--- config.mk ---
export PLATFORM = sky130hd
export DESIGN_NAME = irx_top
export DESIGN_NICKNAME = d
export VERILOG_FILES = /design/src/verilog/irx_pkg.sv /design/src/verilog/irx_top.sv
export VERILOG_INCLUDE_DIRS = /design/src /design/src/verilog
export SDC_FILE = /design/constraint.sdc
export NUM_CORES = 1
export LEC_CHECK = 0
export BUFFER_PORTS_ARGS = -buffer_cell sky130_fd_sc_hd__buf_4
export CORE_UTILIZATION = 59
export DETAILED_ROUTE_END_ITERATION = 10
export PLACE_DENSITY = 0.79
export SYNTH_ARGS = -nofsm -noshare
export SYNTH_HDL_FRONTEND = slang
export SYNTH_SLANG_ARGS = --single-unit
--- constraint.sdc ---
create_clock -name CLK -period 2.8 [get_ports CLK]
set_clock_uncertainty 0.15 [all_clocks]
set_input_delay 0.28 -clock CLK [delete_from_list [all_inputs] [get_ports CLK]]
set_output_delay 0.28 -clock CLK [all_outputs]
set_load 0.01 [all_outputs]
--- src/verilog/irx_defines.svh ---
// Purpose: Constants for the isochronous receive pointer and match block.
// Assumes: Byte addresses on a 16-bit APB address, 32-bit data.
// Notes: Offsets, field positions and reset values live here; the bench repeats the offsets and the write mask as literals.
// Summary of operation
// - Each context has a read-only word holding its first descriptor address.
// - Four contexts 0 to 3 exist, their registers spaced 32 bytes apart.
// - The match word starts on a cycle, filters by tag and waits for a sync.
// - Bit 31 set accepts packets with tag 11.
// - Bit 30 set accepts packets with tag 10.
// - Bit 29 set accepts packets with tag 01.
// - Bit 28 set accepts packets with tag 00.
// - With cycle matching on, reception opens the cycle after the time equals bits 26-12.
// - Bits 11-8 are compared with the packet sync while SYNC_WAIT is set and no matching sync is seen yet.
// - Bit 6 with tag 01 enabled accepts tag 01 only when sync bits 3-2 are 0.
// - Bits 5-0 select the channel whose packets the context accepts.
`ifndef IRX_DEFINES_SVH
`define IRX_DEFINES_SVH

// ----------------------------------------------------------------
// Address map
// ----------------------------------------------------------------
`define IRX_PTR_BASE 16'h040C
`define IRX_MATCH_BASE 16'h410C
`define IRX_CTX_MASK 16'h0060
`define IRX_CTX_MSB 6
`define IRX_CTX_LSB 5

// ----------------------------------------------------------------
// Match word layout and reset values
// ----------------------------------------------------------------
`define IRX_MATCH_WMASK 32'hF7FF_FF7F
`define IRX_MATCH_RST 32'h0000_0000
`define IRX_PTR_RST 32'h0000_0000
`define IRX_ACCEPT_TAG_ZERO_BIT 28
`define IRX_ACCEPT_TAG_ONE_BIT 29
`define IRX_ACCEPT_TAG_TWO_BIT 30
`define IRX_ACCEPT_TAG_THREE_BIT 31
`define IRX_RSVD_BIT 7
`define IRX_CYC_MSB 26
`define IRX_CYC_LSB 12
`define IRX_SYNC_MSB 11
`define IRX_SYNC_LSB 8
`define IRX_RSYNC_BIT 6
`define IRX_CHAN_MSB 5
`define IRX_CHAN_LSB 0
`define IRX_TAG_ONE 2'h1
`define IRX_TAG_TWO 2'h2
`define IRX_TAG_THREE 2'h3
`define IRX_TAG_ZERO 2'h0
`define IRX_SYNC_HI_OK 2'h0
`define IRX_SYNC_HI_MSB 3
`define IRX_SYNC_HI_LSB 2

`endif

--- src/verilog/irx_pkg.sv ---
// Purpose: Shared types of the isochronous receive match block.
// Assumes: Four contexts.
// Notes: One buffered packet descriptor is one irx_pkt_t.
package irx_pkg;
  typedef logic [31:0] irx_word_t;
  typedef logic [3:0] irx_ctx_vec_t;
  typedef struct packed {
    logic [1:0] tag;
    logic [5:0] chan;
    logic [3:0] sync;
    logic [3:0] hit;
  } irx_pkt_t;
endpackage : irx_pkg

--- src/verilog/irx_top.sv ---
// Purpose: Pointer and match registers of four isochronous receive
//   contexts, with the packet filter and a two-entry output buffer.
// Assumes: Packet, cycle time and descriptor inputs come from logic
//   on CLK, so they need no synchroniser.
// Notes: APB slave with one wait-free access phase.
`timescale 1ns/1ps
`include "irx_defines.svh"

module irx_top (
  input wire logic CLK,
  input wire logic RST_N,
  input wire logic PSEL,
  input wire logic PENABLE,
  input wire logic PWRITE,
  input wire logic [15:0] PADDR,
  input wire logic [31:0] PWDATA,
  output logic [31:0] PRDATA,
  output logic PREADY,
  output logic PSLVERR,
  input wire logic PTR_LOAD,
  input wire logic [1:0] PTR_CTX,
  input wire logic [31:0] PTR_ADDR,
  input wire logic [3:0] CYC_MATCH_EN,
  input wire logic [14:0] CYC_TIME,
  input wire logic [3:0] SYNC_WAIT,
  input wire logic PKT_VALID,
  output logic PKT_READY,
  input wire logic [1:0] PKT_TAG,
  input wire logic [5:0] PKT_CHAN,
  input wire logic [3:0] PKT_SYNC,
  output logic OUT_VALID,
  input wire logic OUT_READY,
  output logic [1:0] OUT_TAG,
  output logic [5:0] OUT_CHAN,
  output logic [3:0] OUT_SYNC,
  output logic [3:0] OUT_CTX_HIT
);

  // ----------------------------------------------------------------
  // Register bus
  // ----------------------------------------------------------------
  irx_pkg::irx_word_t ptr_q [4];
  irx_pkg::irx_word_t ptr_d [4];
  irx_pkg::irx_word_t match_q [4];
  irx_pkg::irx_word_t match_d [4];
  irx_pkg::irx_word_t prdata_q;
  irx_pkg::irx_word_t prdata_d;
  irx_pkg::irx_word_t rd_word;
  logic pready_q;
  logic pready_d;
  logic pslverr_q;
  logic pslverr_d;
  logic [1:0] ctx;
  logic [15:0] base;
  logic is_ptr;
  logic is_match;
  logic setup;
  logic access;

  assign ctx = PADDR[`IRX_CTX_MSB:`IRX_CTX_LSB];
  assign base = PADDR & ~`IRX_CTX_MASK;
  assign setup = PSEL & ~PENABLE;
  assign access = PSEL & PENABLE & pready_q;

  always_comb begin
    is_ptr = (base == `IRX_PTR_BASE);
    is_match = (base == `IRX_MATCH_BASE);
    rd_word = '0;
    if (is_ptr) begin
      rd_word = ptr_q[ctx];
    end else if (is_match) begin
      rd_word = match_q[ctx] & `IRX_MATCH_WMASK;
    end
    pready_d = setup;
    pslverr_d = setup & ~(is_ptr | is_match);
    prdata_d = setup ? rd_word : prdata_q;
  end

  always_comb begin
    for (int n = 0; n < 4; n++) begin
      ptr_d[n] = ptr_q[n];
      match_d[n] = match_q[n];
    end
    if (PTR_LOAD) begin
      ptr_d[PTR_CTX] = PTR_ADDR;
    end
    if (access & PWRITE & is_match) begin
      match_d[ctx] = PWDATA & `IRX_MATCH_WMASK;
    end
  end

  always_ff @(posedge CLK or negedge RST_N) begin
    if (!RST_N) begin
      for (int n = 0; n < 4; n++) begin
        ptr_q[n] <= `IRX_PTR_RST;
        match_q[n] <= `IRX_MATCH_RST;
      end
      prdata_q <= '0;
      pready_q <= 1'b0;
      pslverr_q <= 1'b0;
    end else begin
      for (int n = 0; n < 4; n++) begin
        ptr_q[n] <= ptr_d[n];
        match_q[n] <= match_d[n];
      end
      prdata_q <= prdata_d;
      pready_q <= pready_d;
      pslverr_q <= pslverr_d;
    end
  end

  assign PRDATA = prdata_q;
  assign PREADY = pready_q;
  assign PSLVERR = pslverr_q;

  // ----------------------------------------------------------------
  // Packet filter
  // ----------------------------------------------------------------
  irx_pkg::irx_ctx_vec_t started_q;
  irx_pkg::irx_ctx_vec_t started_d;
  irx_pkg::irx_ctx_vec_t seen_q;
  irx_pkg::irx_ctx_vec_t seen_d;
  irx_pkg::irx_ctx_vec_t hit_vec;
  logic pkt_ready_q;
  logic acc;

  // Non-matching packets are still taken, then dropped, so one context
  // with no interest never stalls the link for the others.
  assign acc = PKT_VALID & pkt_ready_q;

  always_comb begin
    for (int n = 0; n < 4; n++) begin
      hit_vec[n] = match_q[n][`IRX_ACCEPT_TAG_ZERO_BIT + PKT_TAG];
      if (match_q[n][`IRX_RSYNC_BIT] && PKT_TAG == `IRX_TAG_ONE &&
          PKT_SYNC[`IRX_SYNC_HI_MSB:`IRX_SYNC_HI_LSB] !=
          `IRX_SYNC_HI_OK) begin
        hit_vec[n] = 1'b0;
      end
      if (PKT_CHAN != match_q[n][`IRX_CHAN_MSB:`IRX_CHAN_LSB]) begin
        hit_vec[n] = 1'b0;
      end
      if (CYC_MATCH_EN[n] && !started_q[n]) begin
        hit_vec[n] = 1'b0;
      end
      // hold off until the sync value
      if (SYNC_WAIT[n] && !seen_q[n] &&
          PKT_SYNC != match_q[n][`IRX_SYNC_MSB:`IRX_SYNC_LSB]) begin
        hit_vec[n] = 1'b0;
      end
      started_d[n] = CYC_MATCH_EN[n] & (started_q[n] |
        (CYC_TIME == match_q[n][`IRX_CYC_MSB:`IRX_CYC_LSB]));
      seen_d[n] = SYNC_WAIT[n] & (seen_q[n] | (acc & hit_vec[n]));
    end
  end

  always_ff @(posedge CLK or negedge RST_N) begin
    if (!RST_N) begin
      started_q <= '0;
      seen_q <= '0;
    end else begin
      started_q <= started_d;
      seen_q <= seen_d;
    end
  end

  // ----------------------------------------------------------------
  // Two-entry output buffer
  // ----------------------------------------------------------------
  irx_pkg::irx_pkt_t in_pkt;
  irx_pkg::irx_pkt_t head_q;
  irx_pkg::irx_pkt_t head_d;
  irx_pkg::irx_pkt_t skid_q;
  irx_pkg::irx_pkt_t skid_d;
  logic head_v_q;
  logic head_v_d;
  logic skid_v_q;
  logic skid_v_d;
  logic pkt_ready_d;
  logic push;
  logic pop;

  assign push = acc & (|hit_vec);
  assign pop = head_v_q & OUT_READY;

  always_comb begin
    in_pkt = '{tag: PKT_TAG, chan: PKT_CHAN, sync: PKT_SYNC, hit: hit_vec};
    head_d = head_q;
    head_v_d = head_v_q;
    skid_d = skid_q;
    skid_v_d = skid_v_q;
    if (!head_v_q || pop) begin
      if (skid_v_q) begin
        head_d = skid_q;
        head_v_d = 1'b1;
        skid_d = in_pkt;
        skid_v_d = push;
      end else begin
        head_d = in_pkt;
        head_v_d = push;
      end
    end else if (push) begin
      skid_d = in_pkt;
      skid_v_d = 1'b1;
    end
    // Ready is registered, so it must already refuse when a stall
    // would leave no room for one more word.
    pkt_ready_d = ~skid_v_d;
  end

  always_ff @(posedge CLK or negedge RST_N) begin
    if (!RST_N) begin
      head_q <= '0;
      skid_q <= '0;
      head_v_q <= 1'b0;
      skid_v_q <= 1'b0;
      pkt_ready_q <= 1'b0;
    end else begin
      head_q <= head_d;
      skid_q <= skid_d;
      head_v_q <= head_v_d;
      skid_v_q <= skid_v_d;
      pkt_ready_q <= pkt_ready_d;
    end
  end

  assign PKT_READY = pkt_ready_q;
  assign OUT_VALID = head_v_q;
  assign OUT_TAG = head_q.tag;
  assign OUT_CHAN = head_q.chan;
  assign OUT_SYNC = head_q.sync;
  assign OUT_CTX_HIT = head_q.hit;

  // ----------------------------------------------------------------
  // Assertions
  // ----------------------------------------------------------------
  property p_ptr_ro;
    @(posedge CLK) disable iff (!RST_N)
      (access & PWRITE & is_ptr & ~PTR_LOAD) |=> $stable(ptr_q[0]);
  endproperty
  a_ptr_ro: assert property (p_ptr_ro)
    else $error("pointer changed by a software write");

  property p_match_read;
    @(posedge CLK) disable iff (!RST_N)
      (access & ~PWRITE & is_match & ~$past(PTR_LOAD)) |->
        PRDATA == (match_q[ctx] & `IRX_MATCH_WMASK);
  endproperty
  a_match_read: assert property (p_match_read)
    else $error("match read returned wrong context");

  property p_push_out;
    @(posedge CLK) disable iff (!RST_N)
      push |=> OUT_VALID;
  endproperty
  a_push_out: assert property (p_push_out)
    else $error("accepted packet not presented");

  property p_accept_tag_three;
    @(posedge CLK) disable iff (!RST_N)
      (acc & hit_vec[0] & PKT_TAG == `IRX_TAG_THREE) |->
        match_q[0][`IRX_ACCEPT_TAG_THREE_BIT];
  endproperty
  a_accept_tag_three: assert property (p_accept_tag_three)
    else $error("tag 11 accepted while disabled");

  property p_accept_tag_two;
    @(posedge CLK) disable iff (!RST_N)
      (acc & hit_vec[0] & PKT_TAG == `IRX_TAG_TWO) |->
        match_q[0][`IRX_ACCEPT_TAG_TWO_BIT];
  endproperty
  a_accept_tag_two: assert property (p_accept_tag_two)
    else $error("tag 10 accepted while disabled");

  property p_accept_tag_one;
    @(posedge CLK) disable iff (!RST_N)
      (acc & hit_vec[0] & PKT_TAG == `IRX_TAG_ONE) |->
        match_q[0][`IRX_ACCEPT_TAG_ONE_BIT];
  endproperty
  a_accept_tag_one: assert property (p_accept_tag_one)
    else $error("tag 01 accepted while disabled");

  property p_accept_tag_zero;
    @(posedge CLK) disable iff (!RST_N)
      (acc & hit_vec[3] & PKT_TAG == `IRX_TAG_ZERO) |->
        match_q[3][`IRX_ACCEPT_TAG_ZERO_BIT];
  endproperty
  a_accept_tag_zero: assert property (p_accept_tag_zero)
    else $error("tag 00 accepted while disabled");

  property p_cycle_start;
    @(posedge CLK) disable iff (!RST_N)
      (CYC_MATCH_EN[1] &
       CYC_TIME == match_q[1][`IRX_CYC_MSB:`IRX_CYC_LSB])
        ##1 CYC_MATCH_EN[1] |-> started_q[1];
  endproperty
  a_cycle_start: assert property (p_cycle_start)
    else $error("context did not open on its start cycle");

  property p_sync_wait;
    @(posedge CLK) disable iff (!RST_N)
      (hit_vec[2] & SYNC_WAIT[2] & ~seen_q[2]) |->
        PKT_SYNC == match_q[2][`IRX_SYNC_MSB:`IRX_SYNC_LSB];
  endproperty
  a_sync_wait: assert property (p_sync_wait)
    else $error("packet passed before sync value");

  property p_accept_tag_one_sync;
    @(posedge CLK) disable iff (!RST_N)
      (hit_vec[3] & match_q[3][`IRX_RSYNC_BIT] &
       PKT_TAG == `IRX_TAG_ONE) |->
        PKT_SYNC[`IRX_SYNC_HI_MSB:`IRX_SYNC_HI_LSB] == `IRX_SYNC_HI_OK;
  endproperty
  a_accept_tag_one_sync: assert property (p_accept_tag_one_sync)
    else $error("tag 01 passed with high sync bits set");

  property p_channel;
    @(posedge CLK) disable iff (!RST_N)
      hit_vec[2] |->
        PKT_CHAN == match_q[2][`IRX_CHAN_MSB:`IRX_CHAN_LSB];
  endproperty
  a_channel: assert property (p_channel)
    else $error("packet of another channel accepted");

  property p_rsvd;
    @(posedge CLK) disable iff (!RST_N)
      (access & PWRITE & is_match) |=> !match_q[ctx][`IRX_RSVD_BIT];
  endproperty
  a_rsvd: assert property (p_rsvd)
    else $error("reserved match bit stored");

endmodule : irx_top

# Word-level counts from Yosys, hierarchy flattened
# Cells that the tools add are included.
# classes
addsub	1
n_lt_le_gt_ge	5
eq_ne	16
n_mux	46
bitwise	35
reduce_logical	36
# ops
op	count
128-bit bitwise mux	2
32-bit 2-to-1 mux	8
32-bit binary-select mux with 2-bit select	2
32-bit demux with 2-bit select	2
16-bit 2-to-1 mux	4
15-bit == test	4
1-bit 2-to-1 mux	24
6-bit inequality test	4
1-bit logical AND	22
1-bit bitwise AND	21
1-bit binary-select mux with 5-bit select	4
4-bit inequality test	4
14-bit by 13-bit == test with 1-bit output, second input constant	1
14-bit by 9-bit == test with 1-bit output, second input constant	1
1-bit zero test	9
1-bit OR	9
5-bit by 2-bit adder with 6-bit output, first input constant	1
3-bit greater-or-equal comparator, second input constant	2
3-bit by 1-bit less-than comparator with 1-bit output, second input constant	2
6-bit less-than comparator, second input constant	1
2-bit NOT with 3-bit output	2
2-bit nonzero test	2
4-bit OR reduction	1
1-bit NOT	3
other kinds (4)	4
# totals
reg_bits	333
inputBits	125
out_inout_bits	52

# Logic depth before layout (Yosys ltp)
# logic_depth
depth_word	12
mapped_depth	8
mapped_depth_nobuf	6

# Least setup slack after synthesis
# Ideal clock, no wire load.
# synth_timing
path_kind	input -> register
start	input port PKT_TAG[0]
end	register skid_q[10] (netlist bit)
setup_ps	125
arrival_time_ps	1975
required_ps	2525
path_slack_ps	550
path_stages	8
path_buffers	2
path_cell_list	buf_6 > mux4_1 > nand4_1 > a2111o_1 > nand4_4 > a21oi_4 > buf_12 > mux2_4
# synth_via
elab_chain_cells	11
# synth_lines
item	line	text
from (decl)	irx_top.sv:28	input wire logic [1:0] PKT_TAG,
5-bit by 2-bit adder with 6-bit output (no source line) or 2-bit by 1-bit == test with 1-bit output (tied branches)	--	
1-bit binary-select mux with 5-bit select or 1-bit logical AND (tied branches)	--	
1-bit 2-to-1 mux or 1-bit logical AND (tied branches)	--	
1-bit 2-to-1 mux	irx_top.sv:134	if (match_q[n][`IRX_RSYNC_BIT] && PKT_TAG == `IRX_TAG_ONE &&
1-bit 2-to-1 mux	irx_top.sv:139	if (PKT_CHAN != match_q[n][`IRX_CHAN_MSB:`IRX_CHAN_LSB]) begin
1-bit 2-to-1 mux	irx_top.sv:142	if (CYC_MATCH_EN[n] && !started_q[n]) begin
1-bit 2-to-1 mux	irx_top.sv:146	if (SYNC_WAIT[n] && !seen_q[n] &&
4-bit OR reduction *	irx_top.sv:182	assign push = acc & (|hit_vec);
1-bit bitwise AND *	irx_top.sv:182	
2-bit nonzero test (no source line) *	--	
2-bit AND reduction (no source line) *	--	
to (signal assigned)	irx_top.sv:219	skid_q <= skid_d;
to (decl)	irx_top.sv:172	irx_pkg::irx_pkt_t skid_q;
# Every way passes the cells marked *; elsewhere a longest branch is shown, timed or not. The select of a mux whose other input is x is not followed.
# A chain may end at the register's enable or synchronous reset.

# Worst setup path after layout
# layout_timing
start	input port PKT_TAG[0]
end	register head_v_q, in the netlist OUT_VALID
# layout_via
elab_chain_cells	10
# layout_lines
item	line	text
5-bit by 2-bit adder with 6-bit output (no source line) or 2-bit by 1-bit == test with 1-bit output (tied branches)	--	
1-bit binary-select mux with 5-bit select or 1-bit logical AND (tied branches)	--	
1-bit 2-to-1 mux or 1-bit logical AND (tied branches)	--	
1-bit 2-to-1 mux	irx_top.sv:134	
1-bit 2-to-1 mux	irx_top.sv:139	
1-bit 2-to-1 mux	irx_top.sv:142	
1-bit 2-to-1 mux	irx_top.sv:146	
4-bit OR reduction *	irx_top.sv:182	
1-bit bitwise AND *	irx_top.sv:182	
1-bit 2-to-1 mux *	irx_top.sv:192	if (skid_v_q) begin
to (signal assigned)	irx_top.sv:220	head_v_q <= head_v_d;
to (decl)	irx_top.sv:174	logic head_v_q;
# Marked as above.

==> metrics.cfg <==
[synth]
ys_seq_area_frac = 0.531
yosys.area.top_type = dfrtp_1
synth_area_um2 = 15300
synth_cell_type_count = 45
synthArstFlopShare = 1.00
postSynthCellCount = 1077
synth_xor_area_frac = 0.0572
synth_compound_area_frac = 0.0476
avgSynthCellArea_um2 = 14.2
synth_most_common_cell = dfrtp_1
synth-simple-area-share = 0.0405
yosys_warnings = 0
synth_fa_ha_area_frac = 0
ys.flop_type = dfrtp_1
synth_top_family_by_area = multiplexers
synth_common_cells = 325 x dfrtp_1, 246 x mux2_2, 63 x mux4_2
synth_top_area_frac = 0.531
ys_seq_elements = 325
synth_edf_count = 0
synthTopCellsByArea = dfrtp_1 53%, mux2_2 18%, mux4_2 9.3%
synth.area.mux_share = 0.299
syn_nets = 1202

[clocking]
clk_transition_reported_paths_ns = 0.06
cts_hold_buf = 86
cts_root_buf = clkbuf_16
insertion_delay_ns = 0.51
ctsResizeCount = 0
cts_sinks = 325
cts_tree = built
clockBufferDepth = 3
htreeDepth = 2
post_cts_buffers = 0
cts_made_buffers = 35

[setup_path]
ff2ff_path_depth = 7
cp-start-kind = input pin
end_kind = flip-flop
arrival_ns = 2.90
required_ns = 3.04
r2r-end = OUT_VALID
r2r_slack_ns = 0.32
cp_max_fo = 7
worstReg2RegStart = match_q[125]
critPathKind = input pin to flip-flop

[place]
gp_congestion = 0.847
hpwl_um = 24000
dpl-instance-area_um2 = 17100
portBuffers = 174
placedCellCount = 1537

[global_routing]
overflow = 0
top_usage_layer = met2
met1_usage = 0.396
grt_use_total = 0.290
grt_pass1_vias = 10600
grt_start_max_net_pins = 80
grt_antenna_before_repair = 0
grt_pass1_wl_um = 58800
use_met2 = 0.480
grt_use_met3 = 0.0422

[floorplan]
start_util = 0.605
dieWidth_um = 163
core-area_um2 = 25300
die_h_um = 163
rows = 58
io_pins = 177
die_area_um2 = 26600

[routing]
route.vias.total = 10100
drt_iter0_drc = 678
first_pass_iters = 5
routed_wirelength_um = 36900
antenna_left = 0
routed_via_density = 5.98
drc = 0
wire_per_inst_um = 21.9

[cells_and_area]
stdcell_count = 1683
fin_nets = 1455
drive_above_1_share = 0.435
antenna_cells = 0
syn_to_final_growth_pct = 24.5
final_area_um2 = 19100

[pwr]
finalPower_uw = 11000
vdd_drop_max_uv = 398
seqPwrFrac = 0.478
p_sw_uw = 2540
combPwrFrac = 0.115
cell_internal_pwr_uw = 8440
switching_share = 0.231
power_leakage_uw = 0.00864
clkPwrFrac = 0.406
p_per_area_nw_per_um2 = 576

[outcome]
outcome = completed

[sta]
rsz0062_at_grt = false
slew_headroom = 0.493
tns_ns = 0
finalSetupViolCount = 0
fmax_mhz = 377
hold_violations = 0
tightestPinTransition_ns = 0.760
finalCritPeriodShare = 0.947
post-route-min-period_ns = 2.65
drv_slew = 0
fin_hold_ws_ns = 0.198

[hold_path]
holdCritPathClass = input pin to asynchronous set/reset pin

[flow_run]
drv_cap = 0

## metrics by stage
stage / utilization / worst slack [ns]
final: 0.753 / 0.148
after global routing: 0.753 / 0.0528
after CTS: 0.753 / 0.199
after detailed placement: 0.675 / 0.212
after global placement: 0.675 / 0.237
after floorplan: - / 0.550
## state kept, by name, indices dropped and copies added, names as in the netlist
name,count
ptr_q,128
OUT_VALID,1
OUT_SYNC,4
seen_q,4
started_q,4
OUT_TAG,2
skid_q,16
match_q,120
PKT_READY,1
skid_v_q,1
PRDATA,32
PSLVERR,1
OUT_CTX_HIT,4
PREADY,1
OUT_CHAN,6
## power groups by stage
stage	Clock, µW	Combinational, µW	Sequential [µW]
2_1_floorplan	0	713	5270
3_3_place_gp	0	1140	5300
3_5_place_dp	0	1170	5320
4_1_cts	4540	1280	5250
5_1_grt	4730	1370	5290
6_report	4460	1270	5250
## cells by family after synthesis
family	count (synthesis)
buffers and inverters	82
AOI/OAI and AO/OA	110
DFF	325
xor gates and xnor gates	100
muxes	338
and+or+nand+nor	122
## worst max-delay path by stage
stage,depth (start not counted),end,from
2_1_floorplan,8,skid_q[10],PKT_TAG[0]
3_3_place_gp,8,match_q[89],PADDR[9]
3_5_place_dp,8,match_q[94],PADDR[9]
4_1_cts,9,OUT_VALID,PKT_TAG[0]
5_1_grt,9,OUT_VALID,PKT_TAG[0]
6_report,9,OUT_VALID,PKT_TAG[0]
## worst max-delay path, cell delays in order
cell           delay, ns
dlygate4sd3_1       0.55
buf_4               0.19
mux4_1              0.61
nand4_1             0.11
a2111o_1            0.25
nand4_4             0.17
nand3_1             0.11
nand3_1             0.07
dlygate4sd3_1       0.55
## cell usage in the layout, fill, tap and decap left out, types with 2 or more instances in the layout
| cell type | synthesis | final |
|---|---|---|
| a21oi_1 | 4 | 4 |
| clkbuf_8 | 0 | 5 |
| mux2_4 | 9 | 9 |
| nand2_1 | 55 | 55 |
| a2111o_1 | 4 | 4 |
| mux2i_1 | 12 | 12 |
| mux4_1 | 3 | 3 |
| inv_1 | 8 | 8 |
| nand3_1 | 3 | 3 |
| bufinv_16 | 0 | 2 |
| mux2_1 | 5 | 5 |
| inv_6 | 0 | 3 |
| a31o_2 | 3 | 3 |
| nor4_1 | 13 | 13 |
| mux2_2 | 246 | 246 |
| o21a_1 | 4 | 4 |
| o2111ai_1 | 5 | 5 |
| nor2_1 | 21 | 21 |
| dfrtp_1 | 325 | 325 |
| clkinv_2 | 0 | 6 |
| a31oi_1 | 4 | 4 |
| buf_12 | 1 | 11 |
| clkbuf_1 | 45 | 7 |
| xor2_1 | 44 | 44 |
| o21ai_0 | 49 | 49 |
| mux4_2 | 63 | 63 |
| xnor2_1 | 56 | 56 |
| nand2b_1 | 5 | 4 |
| clkinvlp_4 | 0 | 2 |
| nand4_1 | 11 | 11 |
| dlygate4sd3_1 | 0 | 86 |
| clkbuf_16 | 0 | 35 |
| a22oi_1 | 30 | 30 |
| a41oi_1 | 4 | 4 |
| nand3b_1 | 2 | 2 |
| buf_4 | 8 | 192 |
| nor3_4 | 0 | 2 |
| nor3b_4 | 0 | 2 |
## routing by layer
layer	share of wire	routed length, µm
met2	0.50	18300
met5	0	0
met1	0.42	15500
met4	0.030	1100
met3	0.053	1970
## cell type report
class	instances	area [µm²]
clock buffers	47	971
clock inverters	13	131
fillers	1580	6260
inverters	8	30.0
multi-input cells	670	6850
flip-flops and latches	325	8130
well taps	330	413
repair buffers	290	2540
(Power assumes the default switching activity.)
